==> src/hdl/didf_regs.svh <==
// register map, field positions, reset values and timing counts of the
// digital input function dispatch block; definitions only.
// assumes one 20 MHz clock and single-word AHB-Lite accesses.
//
// Behaviour
// - code 0 is unused, triggers nothing; every input holds it after reset.
// - code 1 clears active faults once on activation; holding repeats nothing.
// - a fault whose cause persists stays set after a clear attempt.
// - code 2 rising edge starts the motion task numbered by the input argument.
// - codes 2 to 5 act only in position mode with service source.
// - after an input starts a task, its changes are ignored until done.
// - all task-start inputs are ignored while any started task runs.
// - a task-start change while a task executes starts nothing.
// - code 3 inputs form a binary task number, lowest input weight one.
// - code 4 rising edge starts the selected task, task 0 homes.
// - code 5 rising edge starts homing; falling edge does nothing.
// - code 6 rising starts jog at argument velocity, falling stops it.
// - code 8 rising edge captures scaled position as zero-pulse offset.
// - after that capture, settings are saved to nonvolatile storage.
// - code 9 argument 1 to 4 picks a buffer set, low and high.
// - code 9 rising runs the high buffer, falling runs the low one.
// - codes 0, 1, 8 and 9 act in every mode and source.
// - every input is debounced so switch bounce gives one trigger.
// - the enable input is fixed and never a programmable input.
`ifndef DIDF_REGS_SVH
`define DIDF_REGS_SVH

// ****************************************************************
// register offsets (byte addresses)
// ****************************************************************
`define DIDF_CTRL_OFS 12'h000
`define DIDF_STATUS_OFS 12'h004
`define DIDF_FAULT_OFS 12'h008
`define DIDF_ZERO_OFS 12'h00C
`define DIDF_CFG_BASE 12'h040

// ****************************************************************
// fields
// ****************************************************************
`define DIDF_CTRL_OPMODE_LSB 0
`define DIDF_CTRL_CMDSRC_LSB 2
`define DIDF_CTRL_ENC_LSB 4
`define DIDF_STAT_ENABLE_BIT 16
`define DIDF_STAT_MOTION_BIT 17
`define DIDF_STAT_JOG_BIT 18
`define DIDF_CFG_ARG_LSB 16

// ****************************************************************
// reset values and codes
// ****************************************************************
`define DIDF_OPMODE_RST 2'h0
`define DIDF_CMDSRC_RST 2'h0
`define DIDF_ENC_RST 6'h10
`define DIDF_OPMODE_VEL 2'h1
`define DIDF_OPMODE_POS 2'h2
`define DIDF_CMDSRC_SERVICE 2'h0
`define DIDF_TASK_HOME 7'h00
`define DIDF_BUF_SETS 4

// ****************************************************************
// timing
// ****************************************************************
`define DIDF_CLK_MHZ 20
`define DIDF_DEB_US 1000
`define DIDF_DEB_CYC (`DIDF_DEB_US * `DIDF_CLK_MHZ)
`define DIDF_N_IN_DEF 7
`define DIDF_N_FAULT_DEF 8

`endif

==> src/hdl/didf_pkg.sv <==
// types used by the dispatch block, including the layout of its configuration memory words.
// assumes the constants header is included by the user modules.
package didf_pkg;

  // ****************************************************************
  // input function codes; 7 and 10 upward act as unused
  // ****************************************************************
  typedef enum logic [4:0] {
    DIDF_FN_OFF = 5'h00,
    DIDF_FN_FAULT_RESET = 5'h01,
    DIDF_FN_TASK_ARG = 5'h02,
    DIDF_FN_SELECT_BIT = 5'h03,
    DIDF_FN_TASK_SELECTED = 5'h04,
    DIDF_FN_HOME = 5'h05,
    DIDF_FN_JOG = 5'h06,
    DIDF_FN_ZERO_LATCH = 5'h08,
    DIDF_FN_CMD_BUFFER = 5'h09
  } didf_func_t;

  // one configuration word per input
  typedef struct packed {
    logic [15:0] input_function_argument;
    logic [10:0] rsvd;
    logic [4:0] input_function_code;
  } didf_cfg_t;

endpackage

==> src/hdl/didf_cfg_mem.sv <==
// per-input configuration memory: one bus port and one scan port,
// both with registered read data.
// assumes the bus never reads and writes one word in the same cycle.
`timescale 1ns/1ps
module didf_cfg_mem #(
  parameter int WIDTH = 32,
  parameter int DEPTH = 7,
  localparam int AW = (DEPTH > 1) ? $clog2(DEPTH) : 1
)(
  input wire logic hclk,
  input wire logic hresetn,
  input wire logic ce,
  input wire logic a_we,
  input wire logic [AW-1:0] a_addr,
  input wire logic [WIDTH-1:0] a_wdata,
  output logic [WIDTH-1:0] a_rdata,
  input wire logic [AW-1:0] b_addr,
  output logic [WIDTH-1:0] b_rdata
);

  typedef struct packed {
    logic [DEPTH-1:0][WIDTH-1:0] word;
    logic [WIDTH-1:0] a_q;
    logic [WIDTH-1:0] b_q;
  } didf_mem_st_t;

  didf_mem_st_t st;
  didf_mem_st_t next_st;

  if (DEPTH < 1 || WIDTH < 1)
  begin : g_chk
    $error("didf_cfg_mem: bad geometry");
  end

  always_comb
  begin
    next_st = st;
    next_st.a_q = '0;
    next_st.b_q = '0;
    if (a_we && int'(a_addr) < DEPTH)
    begin
      next_st.word[a_addr] = a_wdata;
    end
    if (int'(a_addr) < DEPTH)
    begin
      next_st.a_q = st.word[a_addr];
    end
    if (int'(b_addr) < DEPTH)
    begin
      next_st.b_q = st.word[b_addr];
    end
  end

  // all words reset to zero, which is the unused function code
  always_ff @(posedge hclk or negedge hresetn)
  begin
    if (!hresetn)
    begin
      st <= '0;
    end
    else if (ce)
    begin
      st <= next_st;
    end
  end

  assign a_rdata = st.a_q;
  assign b_rdata = st.b_q;

endmodule

==> src/hdl/didf_dispatch.sv <==
// digital input function dispatch: debounces the input pins, scans the
// per-input configuration and raises task, homing, jog, fault-clear,
// zero-latch and command-buffer requests; AHB-Lite slave for registers.
// assumes a motion engine that reports busy/done and a buffer interpreter.
//
// Register access over AHB-Lite and the register offsets were decided locally.
`timescale 1ns/1ps
`include "didf_regs.svh"
module didf_dispatch
  import didf_pkg::*;
#(
  parameter int N_IN = `DIDF_N_IN_DEF,
  parameter int N_FAULT = `DIDF_N_FAULT_DEF,
  parameter int DEB_CYCLES = `DIDF_DEB_CYC
)(
  input wire logic hclk,
  input wire logic hresetn,
  input wire logic ce,
  input wire logic hsel,
  input wire logic [31:0] haddr,
  input wire logic [1:0] htrans,
  input wire logic hwrite,
  input wire logic [2:0] hsize,
  input wire logic [31:0] hwdata,
  input wire logic hready,
  output logic [31:0] hrdata,
  output logic hreadyout,
  output logic hresp,
  input wire logic [N_IN-1:0] din,
  input wire logic enable_pin,
  input wire logic motion_busy,
  input wire logic motion_done,
  input wire logic [31:0] position,
  input wire logic [N_FAULT-1:0] fault_cause,
  output logic drive_enable,
  output logic task_start,
  output logic [6:0] task_number,
  output logic home_start,
  output logic jog_start,
  output logic jog_stop,
  output logic [15:0] jog_velocity,
  output logic [N_FAULT-1:0] fault_active,
  output logic [31:0] zero_offset,
  output logic nv_save,
  output logic cmd_exec,
  output logic [1:0] cmd_set,
  output logic cmd_high
);

  localparam int NB = N_IN + 1;
  localparam int AW = (N_IN > 1) ? $clog2(N_IN) : 1;
  localparam int TW = $clog2(DEB_CYCLES + 1);

  // ****************************************************************
  // elaboration checks
  // ****************************************************************
  if (N_IN < 1 || N_IN > 16 || N_FAULT < 1 || N_FAULT > 32)
  begin : g_chk_size
    $error("didf_dispatch: unsupported input or fault count");
  end
  if (DEB_CYCLES < 2)
  begin : g_chk_deb
    $error("didf_dispatch: debounce period too short");
  end

  // ****************************************************************
  // state
  // ****************************************************************
  typedef struct packed {
    logic [NB-1:0] s1;
    logic [NB-1:0] s2;
    logic [NB-1:0] s3;
    logic [NB-1:0] smp;
    logic [NB-1:0] lvl;
    logic [TW-1:0] tick_cnt;
    logic [N_IN-1:0] rpend;
    logic [N_IN-1:0] fpend;
    logic [N_IN-1:0] sel_mask;
    logic [AW-1:0] scan_idx;
    logic [AW-1:0] proc_idx;
    logic proc_vld;
    logic [1:0] opmode;
    logic [1:0] cmdsrc;
    logic [5:0] enc_bits;
    logic task_lock;
    logic jog_on;
    logic [N_FAULT-1:0] fault;
    logic [31:0] zero;
    logic nv_pend;
    logic task_start;
    logic [6:0] task_num;
    logic home_start;
    logic jog_start;
    logic jog_stop;
    logic [15:0] jog_vel;
    logic nv_save;
    logic cmd_exec;
    logic [1:0] cmd_set;
    logic cmd_high;
    logic d_vld;
    logic d_wr;
    logic [11:2] d_addr;
  } didf_st_t;

  didf_st_t st;
  didf_st_t next_st;

  // ****************************************************************
  // helpers
  // ****************************************************************
  // packs the select-bit inputs, lowest selected input as weight one
  function automatic logic [6:0] didf_sel_num(input logic [N_IN-1:0] lvl,
                                              input logic [N_IN-1:0] mask);
    logic [6:0] n;
    int unsigned k;
    n = '0;
    k = 0;
    for (int i = 0; i < N_IN; i++)
    begin
      if (mask[i])
      begin
        if (k < 7 && lvl[i])
        begin
          n[k[2:0]] = 1'b1;
        end
        k++;
      end
    end
    return n;
  endfunction

  // position reduced to the configured encoder resolution
  function automatic logic [31:0] didf_scale(input logic [31:0] pos,
                                             input logic [5:0] bits);
    if (bits == 6'h00 || bits >= 6'h20)
    begin
      return pos;
    end
    return pos >> (6'h20 - bits);
  endfunction

  // ****************************************************************
  // bus decode and configuration memory
  // ****************************************************************
  logic a_phase;
  logic cfg_hit_d;
  logic mem_we;
  logic [AW-1:0] mem_a_addr;
  logic [31:0] mem_a_rdata;
  logic [31:0] mem_b_rdata;
  logic [11:0] a_ofs;
  logic [11:0] d_ofs;
  didf_cfg_t cfg;

  assign a_phase = hsel && htrans[1] && hready;
  assign a_ofs = {haddr[11:2], 2'b00};
  assign d_ofs = {st.d_addr, 2'b00};
  assign cfg_hit_d = d_ofs >= `DIDF_CFG_BASE &&
                     d_ofs < `DIDF_CFG_BASE + 12'(4 * N_IN);
  assign mem_we = st.d_vld && st.d_wr && cfg_hit_d;
  // a write in its data phase owns the port; the master idles meanwhile
  assign mem_a_addr = mem_we ? AW'((d_ofs - `DIDF_CFG_BASE) >> 2)
                             : AW'((a_ofs - `DIDF_CFG_BASE) >> 2);
  assign cfg = didf_cfg_t'(mem_b_rdata);

  didf_cfg_mem #(
    .WIDTH(32),
    .DEPTH(N_IN)
  ) u_cfg (
    .hclk(hclk),
    .hresetn(hresetn),
    .ce(ce),
    .a_we(mem_we),
    .a_addr(mem_a_addr),
    .a_wdata(hwdata),
    .a_rdata(mem_a_rdata),
    .b_addr(st.scan_idx),
    .b_rdata(mem_b_rdata)
  );

  // ****************************************************************
  // next state
  // ****************************************************************
  logic tick;
  logic [NB-1:0] agree;
  logic [NB-1:0] cand;
  logic [NB-1:0] same;
  logic pos_ok;
  logic jog_ok;
  logic motion_act;
  logic rise;
  logic fall;
  logic [6:0] sel_num;

  always_comb
  begin
    next_st = st;
    next_st.task_start = 1'b0;
    next_st.home_start = 1'b0;
    next_st.jog_start = 1'b0;
    next_st.jog_stop = 1'b0;
    next_st.nv_save = 1'b0;
    next_st.cmd_exec = 1'b0;
    next_st.nv_pend = 1'b0;

    // three-stage synchroniser; first stage feeds only the second
    next_st.s1 = {enable_pin, din};
    next_st.s2 = st.s1;
    next_st.s3 = st.s2;

    // a change counts once stages two and three agree, then must hold
    // over two debounce ticks; bounce shorter than a tick is lost
    tick = st.tick_cnt == TW'(DEB_CYCLES - 1);
    next_st.tick_cnt = tick ? '0 : st.tick_cnt + 1'b1;
    agree = ~(st.s2 ^ st.s3);
    cand = (st.s3 & agree) | (st.smp & ~agree);
    same = ~(cand ^ st.smp);
    if (tick)
    begin
      next_st.smp = cand;
      next_st.lvl = (cand & same) | (st.lvl & ~same);
    end

    // edges of the debounced level only, enable bit excluded
    next_st.rpend = st.rpend | (next_st.lvl[N_IN-1:0] & ~st.lvl[N_IN-1:0]);
    next_st.fpend = st.fpend | (~next_st.lvl[N_IN-1:0] & st.lvl[N_IN-1:0]);

    // faults latch while their cause is present
    next_st.fault = st.fault | fault_cause;
    if (motion_done)
    begin
      next_st.task_lock = 1'b0;
    end

    // scanner: one configuration word read per cycle
    next_st.scan_idx = (st.scan_idx == AW'(N_IN - 1)) ? '0 : st.scan_idx + 1'b1;
    next_st.proc_idx = st.scan_idx;
    next_st.proc_vld = 1'b1;

    pos_ok = st.opmode == `DIDF_OPMODE_POS &&
             st.cmdsrc == `DIDF_CMDSRC_SERVICE;
    jog_ok = (st.opmode == `DIDF_OPMODE_VEL ||
              st.opmode == `DIDF_OPMODE_POS) &&
             st.cmdsrc == `DIDF_CMDSRC_SERVICE;
    motion_act = st.task_lock || motion_busy;
    rise = st.proc_vld && st.rpend[st.proc_idx];
    fall = st.proc_vld && st.fpend[st.proc_idx];
    sel_num = didf_sel_num(st.lvl[N_IN-1:0], st.sel_mask);

    if (st.proc_vld)
    begin
      // consumed edges clear, but an edge arriving now is kept
      next_st.rpend[st.proc_idx] = next_st.lvl[st.proc_idx] &
                                   ~st.lvl[st.proc_idx];
      next_st.fpend[st.proc_idx] = ~next_st.lvl[st.proc_idx] &
                                   st.lvl[st.proc_idx];
      next_st.sel_mask[st.proc_idx] =
        cfg.input_function_code == DIDF_FN_SELECT_BIT;
      case (cfg.input_function_code)
        DIDF_FN_FAULT_RESET:
        begin
          // once per activation; persisting causes win the clear
          if (rise)
          begin
            next_st.fault = fault_cause;
          end
        end
        DIDF_FN_TASK_ARG:
        begin
          // edges during a running task are dropped, not queued
          if (rise && pos_ok && !motion_act)
          begin
            next_st.task_start = 1'b1;
            next_st.task_num = cfg.input_function_argument[6:0];
            next_st.task_lock = 1'b1;
          end
        end
        DIDF_FN_TASK_SELECTED:
        begin
          if (rise && pos_ok && !motion_act)
          begin
            next_st.task_lock = 1'b1;
            if (sel_num == `DIDF_TASK_HOME)
            begin
              next_st.home_start = 1'b1;
            end
            else
            begin
              next_st.task_start = 1'b1;
              next_st.task_num = sel_num;
            end
          end
        end
        DIDF_FN_HOME:
        begin
          if (rise && pos_ok && !motion_act)
          begin
            next_st.home_start = 1'b1;
            next_st.task_lock = 1'b1;
          end
        end
        DIDF_FN_JOG:
        begin
          if (rise && jog_ok && !st.jog_on)
          begin
            next_st.jog_start = 1'b1;
            next_st.jog_vel = cfg.input_function_argument;
            next_st.jog_on = 1'b1;
          end
          // stop is honoured in any mode so a jog never runs on
          if (fall && st.jog_on)
          begin
            next_st.jog_stop = 1'b1;
            next_st.jog_on = 1'b0;
          end
        end
        DIDF_FN_ZERO_LATCH:
        begin
          if (rise)
          begin
            next_st.zero = didf_scale(position, st.enc_bits);
            next_st.nv_pend = 1'b1;
          end
        end
        DIDF_FN_CMD_BUFFER:
        begin
          // arguments outside 1..4 select no set
          if ((rise || fall) && cfg.input_function_argument >= 16'h0001 &&
              cfg.input_function_argument <= 16'(`DIDF_BUF_SETS))
          begin
            next_st.cmd_exec = 1'b1;
            next_st.cmd_set = 2'(cfg.input_function_argument - 16'h0001);
            next_st.cmd_high = rise;
          end
        end
        default:
        begin
          // unused, select-bit and reserved codes start nothing
          next_st.task_lock = next_st.task_lock;
        end
      endcase
    end

    // save follows the capture by one cycle
    if (st.nv_pend)
    begin
      next_st.nv_save = 1'b1;
    end

    // ****************************************************************
    // bus: address phase latch, data phase write
    // ****************************************************************
    next_st.d_vld = a_phase;
    next_st.d_wr = a_phase && hwrite;
    if (a_phase)
    begin
      next_st.d_addr = haddr[11:2];
    end
    if (st.d_vld && st.d_wr && d_ofs == `DIDF_CTRL_OFS)
    begin
      next_st.opmode = hwdata[`DIDF_CTRL_OPMODE_LSB +: 2];
      next_st.cmdsrc = hwdata[`DIDF_CTRL_CMDSRC_LSB +: 2];
      next_st.enc_bits = hwdata[`DIDF_CTRL_ENC_LSB +: 6];
    end
  end

  // ****************************************************************
  // registers
  // ****************************************************************
  always_ff @(posedge hclk or negedge hresetn)
  begin
    if (!hresetn)
    begin
      st <= '0;
      st.opmode <= `DIDF_OPMODE_RST;
      st.cmdsrc <= `DIDF_CMDSRC_RST;
      st.enc_bits <= `DIDF_ENC_RST;
    end
    else if (ce)
    begin
      st <= next_st;
    end
  end

  // ****************************************************************
  // read mux and outputs
  // ****************************************************************
  always_comb
  begin
    hrdata = '0;
    if (st.d_vld && !st.d_wr)
    begin
      if (cfg_hit_d)
      begin
        hrdata = mem_a_rdata;
      end
      else
      begin
        case (d_ofs)
          `DIDF_CTRL_OFS:
          begin
            hrdata[`DIDF_CTRL_OPMODE_LSB +: 2] = st.opmode;
            hrdata[`DIDF_CTRL_CMDSRC_LSB +: 2] = st.cmdsrc;
            hrdata[`DIDF_CTRL_ENC_LSB +: 6] = st.enc_bits;
          end
          `DIDF_STATUS_OFS:
          begin
            hrdata[N_IN-1:0] = st.lvl[N_IN-1:0];
            hrdata[`DIDF_STAT_ENABLE_BIT] = st.lvl[N_IN];
            hrdata[`DIDF_STAT_MOTION_BIT] = st.task_lock || motion_busy;
            hrdata[`DIDF_STAT_JOG_BIT] = st.jog_on;
          end
          `DIDF_FAULT_OFS:
          begin
            hrdata[N_FAULT-1:0] = st.fault;
          end
          `DIDF_ZERO_OFS:
          begin
            hrdata = st.zero;
          end
          default:
          begin
            hrdata = '0;
          end
        endcase
      end
    end
  end

  assign hreadyout = 1'b1;
  assign hresp = 1'b0;
  // the enable pin is never routed through the programmable functions
  assign drive_enable = st.lvl[N_IN];
  assign task_start = st.task_start;
  assign task_number = st.task_num;
  assign home_start = st.home_start;
  assign jog_start = st.jog_start;
  assign jog_stop = st.jog_stop;
  assign jog_velocity = st.jog_vel;
  assign fault_active = st.fault;
  assign zero_offset = st.zero;
  assign nv_save = st.nv_save;
  assign cmd_exec = st.cmd_exec;
  assign cmd_set = st.cmd_set;
  assign cmd_high = st.cmd_high;

endmodule

==> config.mk <==
export PLATFORM = sky130hd
export DESIGN_NAME = didf_dispatch
export DESIGN_NICKNAME = d
export VERILOG_FILES = /design/src/hdl/didf_pkg.sv /design/src/hdl/didf_cfg_mem.sv /design/src/hdl/didf_dispatch.sv
export VERILOG_INCLUDE_DIRS = /design/src /design/src/hdl
export SDC_FILE = /design/constraint.sdc
export NUM_CORES = 1
export LEC_CHECK = 0
export BUFFER_PORTS_ARGS = -buffer_cell sky130_fd_sc_hd__clkbuf_2
export CAP_MARGIN = 15
export CORE_UTILIZATION = 35
export DETAILED_ROUTE_END_ITERATION = 8
export PLACE_DENSITY = 0.52
export SETUP_SLACK_MARGIN = 0.2
export SLEW_MARGIN = 20
export SYNTH_ARGS = -nofsm -noshare
export SYNTH_HDL_FRONTEND = slang
export SYNTH_SLANG_ARGS = --single-unit
==> constraint.sdc <==
create_clock -name hclk -period 13.42 [get_ports hclk]
set_clock_uncertainty 0.2 [all_clocks]
set_input_delay 0.671 -clock hclk [delete_from_list [all_inputs] [get_ports hclk]]
set_output_delay 0.671 -clock hclk [all_outputs]
set_load 0.03 [all_outputs]
**Word-level counts from Yosys, hierarchy flattened**

Index checks and enable logic that the tools add are counted.

- Output and inout bits: 107
- Flip-flop bits (word level): 468
- Logic and storage cells: 288
- Bits of input ports: 125

- Equality and inequality tests: 18
- Multiplexer cells: 99
- Bitwise logic cells: 29
- $add $sub $neg: 11
- Order comparisons: 30
- Reduce and logical (&&, ||, !) cells: 58
- Shift operators: 1

Operators with widths:

| operator | count |
|---|---|
| two-way mux 32 bit | 14 |
| bitwise mux 224 bit | 1 |
| binary-select mux 32 bit (select 3 bit) | 2 |
| < comparator 32 x 3 -> 1 bit (second input constant) | 6 |
| adder 32 x 1 -> 32 bit (second input constant) | 5 |
| demux 32 bit (select 3 bit) | 1 |
| two-way mux 7 bit | 12 |
| two-way mux 70 bit | 1 |
| two-way mux 33 bit | 2 |
| OR 7 bit | 7 |
| two-way mux 8 bit | 5 |
| < comparator 3 x 4 -> 1 bit (second input constant) | 9 |
| logical AND 1 bit | 34 |
| bitwise AND 8 bit | 4 |
| NOT 8 bit | 4 |
| right shift 32 x 6 -> 32 bit | 1 |
| two-way mux 1 bit | 29 |
| case mux 7 bit (4 select lines) | 1 |
| greater-or-equal comparator 3 x 1 -> 1 bit (second input constant) | 8 |
| OR 8 bit | 3 |
| bitwise mux 7 bit | 3 |
| demux 1 bit (select 3 bit) | 7 |
| two-way mux 21 bit | 1 |
| == test 10 x 2 -> 1 bit (second input constant) | 2 |
| other kinds (52) | 84 |

**Longest topological paths before layout**

- Depth in word-level cells: 28
- Gate-level depth with buffers: 22
- Gate-level depth less buffers: 22

**Hierarchy**

Synthesis repeated with hierarchy kept, for this count alone.

- Cells, all modules: 2602
- Area, all modules: 26790.7 sq um

By module, submodules not included:

| module | cells each | times used | area an instance (sq um) |
|---|---|---|---|
| didf_cfg_mem | 1248 | 1 | 14873.0 |
| didf_dispatch | 1354 | 1 | 11917.7 |

**Worst setup path before layout**

No wires, ideal clock.

- Kind: reg2reg
- Start: register st[104] in the netlist's numbering
- End: register st (netlist bit task_number[1])
- Path buffers: 0
- Data arrival time: 3.999 ns
- Data required time: 13.087 ns
- Library setup time: 0.133 ns
- Cell stages (with the launch flop): 22
- Period minus slack after synthesis: 4.332 ns
- Path slack: 9.088 ns
- Cells stage by stage: dfrtp_1 > inv_1 > fa_1 > inv_1 > ha_1 > nand2b_1 > o31ai_4 > inv_2 > ha_1 > inv_1 > nand2_1 > o21ai_2 > inv_1 > ha_1 > nand2_1 > nor3b_1 > a211oi_1 > o21ai_0 > o21ai_1 > nor3_4 > o41ai_1 > a21oi_1

- Word-level cells in the longest chain between the ends: 26
- Elaborated cells on any way between the ends: 78

Ends and longest elaborated chain:

| what | RTL line | source |
|---|---|---|
| from (decl) | didf_dispatch.sv:105 | `didf_st_t st;` |
| from (signal assigned) | didf_dispatch.sv:381 | `st <= next_st;` |
| parallel branches: the longest is 22 deep, another holds adder 32 x 1 -> 32 bit | - |  |
| two-way mux 7 bit * | didf_dispatch.sv:120 | `if (mask[i])` |
| zero test 7 bit (no source line) or two-way mux 8 bit (tied branches) | - |  |
| inequality test 2 bit (no source line) or two-way mux 9 bit (tied branches) | - |  |
| AND reduction 6 bit (no source line) or case mux 8 bit (2 select lines) (tied branches) | - |  |

Every way passes the cells marked *. The select of a mux whose other input is x is not followed.
A chain may end at the register's enable or synchronous reset.

**Worst setup path after layout**

- Start: register st[106] in the netlist's numbering
- End: register st (netlist bit task_number[5])

- Word-level cells in the longest chain between the ends: 20
- Elaborated cells on any way between the ends: 54

Ends and longest elaborated chain:

| what | RTL line |
|---|---|
| parallel branches: the longest is 16 deep, another holds adder 32 x 1 -> 32 bit | - |
| two-way mux 7 bit * | didf_dispatch.sv:120 |
| zero test 7 bit (no source line) or two-way mux 8 bit (tied branches) | - |
| inequality test 2 bit (no source line) or two-way mux 9 bit (tied branches) | - |
| AND reduction 6 bit (no source line) or case mux 8 bit (2 select lines) (tied branches) | - |

Marks and branches as above.

==> summary.md <==
| Metric | Value |
|---|---|
| Drt wl/cell | approximately 24 um |
| Clk Tree Root Cell | sky130_fd_sc_hd__clkbuf_16 |
| Critical Path Source | st[106] |
| Post-DP HPWL | 54.1 mm |
| Maximum Capacitance Violations | 0 |
| Starting density of the core | 0.356 |
| Total of endpoints with negative setup slack in the final report | 0 |
| DIE WIDTH | 270 um |
| Synthesized net count | between 2,000 and 3,000 |
| Commonest non-fill, non-tap cell in the layout | sky130_fd_sc_hd__dfrtp_1 |
| Combinational share of power | 0.248 |
| Post-route fraction of the period consumed by the critical path | 0.378 |
| Port bufs | 203 |
| Maximum number of pins on one net before global-route repair | 137 |
| Clock network latency to the later pin of the worst-skew pair | ~0.6 ns |
| Fraction of the yosys area taken by sequential cells | 0.456 |
| Placeable core area | 70,400 um^2 |
| Critical R2R Capture | task_number[5] |
| Reg2Reg Launch Point | st[106] |
| Reg-to-reg setup timing slack | 8.35 ns |
| Number of buffers inserted during clock tree synthesis | 52 |
| Number of enable flip-flop cells after synthesis | 0 |
| Ratio of total power to cell area | 152 nW/um^2 |
| Avg Vias per Cell | 5.69 |
| Setup Slack @ Placement | 8.41 ns |
| Worst Path Class, Setup | reg -> reg |
| Kind of start point of the critical path | flip-flop |
| Critical Path Fanout Max | 10 |
| Sinks on Clock Net | 457 |
| Clock transition time at the flip-flop clock pins of the worst setup and hold paths | 0.06 ns |
| Maximum level of the CTS H-tree | 2 |
| Required arrival time at the worst endpoint | 13.68 ns |
| Commonest non-fill, non-tap cells in the layout | sky130_fd_sc_hd__dfrtp_1 (454), sky130_fd_sc_hd__nand2_1 (355), sky130_fd_sc_hd__mux2_2 (271), sky130_fd_sc_hd__clkbuf_2 (201), sky130_fd_sc_hd__o21ai_0 (135) |
| Count of placed standard cells in the final layout, fillers left out | 3,460 |
| Layout Area Growth over Synthesis | 12.2% |
| Die boundary height | 270 um |
| Clock tree from TritonCTS | built |
| Nature of the critical path endpoint | flip-flop |
| Yosys warns | 0 |
| Status | complete, no violations |
| Worst Max-Slew Pin Slew | 1.02 ns |
| Synth Flop Type | sky130_fd_sc_hd__dfrtp_1 |
| Total overflow reported by the global router | 0 |
| Setup crit end | task_number[5] |
| Count of boundary I/O pins | 232 |
| Fin Setup TNS | 0 ns |
| Via count of the first global-routing pass | 19,600 |
| Post-synthesis cell count | 2,424 |
| Number of instances in the placed design | 3,365 |
| Final weighted congestion of routability-driven global placement | 0.912 |
| DRC errors left | 0 |
| Vias after detailed routing | 19,700 |
| Worst slew margin relative to its limit | 0.316 |
| Fraction of final layout cells with drive strength greater than 1 | 0.268 |
| Critical path data arrival time | approximately 5.3 ns |
| Global-route usage over all layers | 0.222 |
| Shortest period the worst path allows | 5.07 ns |
| Classification of the worst-slack hold path | in -> reg |
| Number of DRC markers after the initial detailed-route iteration | approximately 1,700 |
| Per-instance average area after synthesis | 10.3 um^2 |
| Unrepaired setup endpoints after global routing | false |
| Library cells used by synthesis | 90 |
| Number of optimization iterations in the first detailed-route pass | 6 |
| R2R cell count | 21 |
| Final Hold Vio Count | 0 |
| Switching Power | around 0.0015 W |
| Wire length of the first global-routing pass | 125 mm |
| Slack of the critical path | between 8 and 9 ns |
| Peak supply drop | 104 uV |
| Number of nets still failing antenna checks after routing | 0 |
| Std-Cell Rows | between 90 and 100 |
| Min-Delay Path Depth | 2 |
| Highest achievable clock rate | a little under 0.2 GHz |
| Count of state elements after synthesis | between 400 and 500 |
| Proportion of register bits with asynchronous set or reset after synthesis | 1.00 |
| Initial antenna violation count | 7 |
| Wire length reported by the detailed router | ~80 mm |
| Design internal power | around 0.0028 W |
| Mapped Area | 25,100 um^2 |
| Switching share of power | 0.352 |
| Die ar. | 72,700 um^2 |
| Clock share of power | 0.342 |
| Final-stage net count | approximately 2,600 |
| Part of the power in registers | 0.410 |
| Number of buffers on the longest clock path | 3 |
| Leakage power total | 12.5 nW |
| Number of pins with negative max-slew slack in the final report | 0 |
## sequential cells by signal (all words and copies together), names as in the netlist, 2 cells and up
name / flops
cmd_set: 2
zero_offset: 32
next_st: 19
st: 78
u_cfg.b_rdata: 21
task_number: 7
jog_velocity: 16
u_cfg.st: 224
fault_active: 8
d_ofs: 10
u_cfg.a_rdata: 32
## layout make-up
cell class	count	area (um^2)
antenna	1	2.50
clock buffer	82	1580
clock inverter	11	159
fill	6937	42300
inverter	61	229
multi-input combinational	1666	12200
sequential	457	11400
tap	940	1180
timing repair buffer	242	1350
## cells in the mapped netlist, drive strengths merged (6+ instances only)
library cell,count,area share
mux2i,83,0.033
xor2,12,0.0045
a31oi,13,0.0032
nor2b,13,0.0032
a21oi,110,0.022
mux4,39,0.035
nand4,12,0.0030
nor2,125,0.019
and3,13,0.0032
mux2,289,0.13
dfrtp,456,0.46
nor4,7,0.0028
o22ai,12,0.0030
o31ai,6,0.0025
a311oi,12,0.0042
nand2b,11,0.0027
a211oi,17,0.0051
o21ai,143,0.029
clkbuf,109,0.016
xnor2,11,0.0046
nand2,355,0.053
a32o,36,0.014
a32oi,36,0.013
inv,60,0.0090
nor3,19,0.0042
a22o,13,0.0045
buf,131,0.036
nand3,74,0.015
a22oi,51,0.015
nand3b,8,0.0025
o211ai,46,0.014
ha,12,0.0060
## through the flow
| step | hold slack, ns | instance area, um^2 | utilization | power (W) |
|---|---|---|---|---|
| global placement | 0.262 | 26400 | 0.374 | 0.00281 |
| global route | 0.0838 | 28100 | 0.399 | 0.00448 |
| finish | 0.103 | 28100 | 0.399 | 0.00427 |
| CTS | 0.0663 | 28100 | 0.399 | 0.00431 |
| floorplan | 0.175 | 25100 | - | 0.00248 |
| detailed placement | 0.270 | 26400 | 0.374 | 0.00283 |
## how the worst min path moves through the flow
stage | from | slack, ns | end
5_1_grt | haddr[6] | 0.08 | d_ofs[6]
6_report | haddr[9] | 0.10 | d_ofs[9]
3_5_place_dp | st[110] | 0.27 | st[110]
4_1_cts | hwrite | 0.07 | st[10]
2_1_floorplan | hresetn | 0.18 | cmd_exec
3_3_place_gp | task_start | 0.26 | task_start
## timing repair
item / 4_1_cts / 5_1_grt
resized for setup: 0 / 0
endpoints found under the hold margin: 23 / 0
setup buffers: 0 / 0
hold buffers: 1 / 0
## logic make-up (layout without fill, tap and decap cells)
| logic type | Yosys count | count (layout) | synth area share |
|---|---|---|---|
| xor gates and xnor gates | 23 | 23 | 0.00909 |
| DFF | 457 | 457 | 0.456 |
| other | 2 | 3 | 0.000300 |
| AOI/OAI and AO/OA | 550 | 550 | 0.149 |
| muxes | 411 | 411 | 0.198 |
| adders and majority gates | 13 | 13 | 0.00679 |
| and+or+nand+nor | 667 | 667 | 0.119 |
| buffers and inverters | 301 | 396 | 0.0612 |
## critical path: stages, from the launching register on
cell and delay [ns]:
sky130_fd_sc_hd__dfrtp_1 0.50, sky130_fd_sc_hd__inv_1 0.11, sky130_fd_sc_hd__fa_1 0.65, sky130_fd_sc_hd__inv_1 0.11, sky130_fd_sc_hd__ha_1 0.29, sky130_fd_sc_hd__nand2b_1 0.17
sky130_fd_sc_hd__o31ai_4 0.15, sky130_fd_sc_hd__inv_2 0.18, sky130_fd_sc_hd__ha_1 0.35, sky130_fd_sc_hd__inv_1 0.12, sky130_fd_sc_hd__nand2_1 0.08, sky130_fd_sc_hd__o21ai_2 0.11
sky130_fd_sc_hd__inv_1 0.08, sky130_fd_sc_hd__ha_1 0.21, sky130_fd_sc_hd__nand2_1 0.14, sky130_fd_sc_hd__nor3b_1 0.07, sky130_fd_sc_hd__a211oi_1 0.49, sky130_fd_sc_hd__o21ai_0 0.17
sky130_fd_sc_hd__o21ai_1 0.23, sky130_fd_sc_hd__nor3_4 0.11, sky130_fd_sc_hd__o41ai_1 0.33, sky130_fd_sc_hd__a21oi_1 0.08
## power by group through the flow
stage               combinational (W)  sequential, W  clock [W]
floorplan                    0.000840        0.00164          0
global placement              0.00105        0.00177          0
detailed placement            0.00105        0.00177          0
CTS                           0.00106        0.00175    0.00150
global route                  0.00115        0.00177    0.00155
finish                        0.00106        0.00175    0.00146
## layer usage
metal	global-route usage	up-vias	wire (um)
li1	-	8857	-
met1	0.300	10100	36300
met2	0.361	575	38900
met3	0.0331	133	4040
met4	0.0794	10	2700
met5	0	-	59
Power figures use the tool's default switching activity.
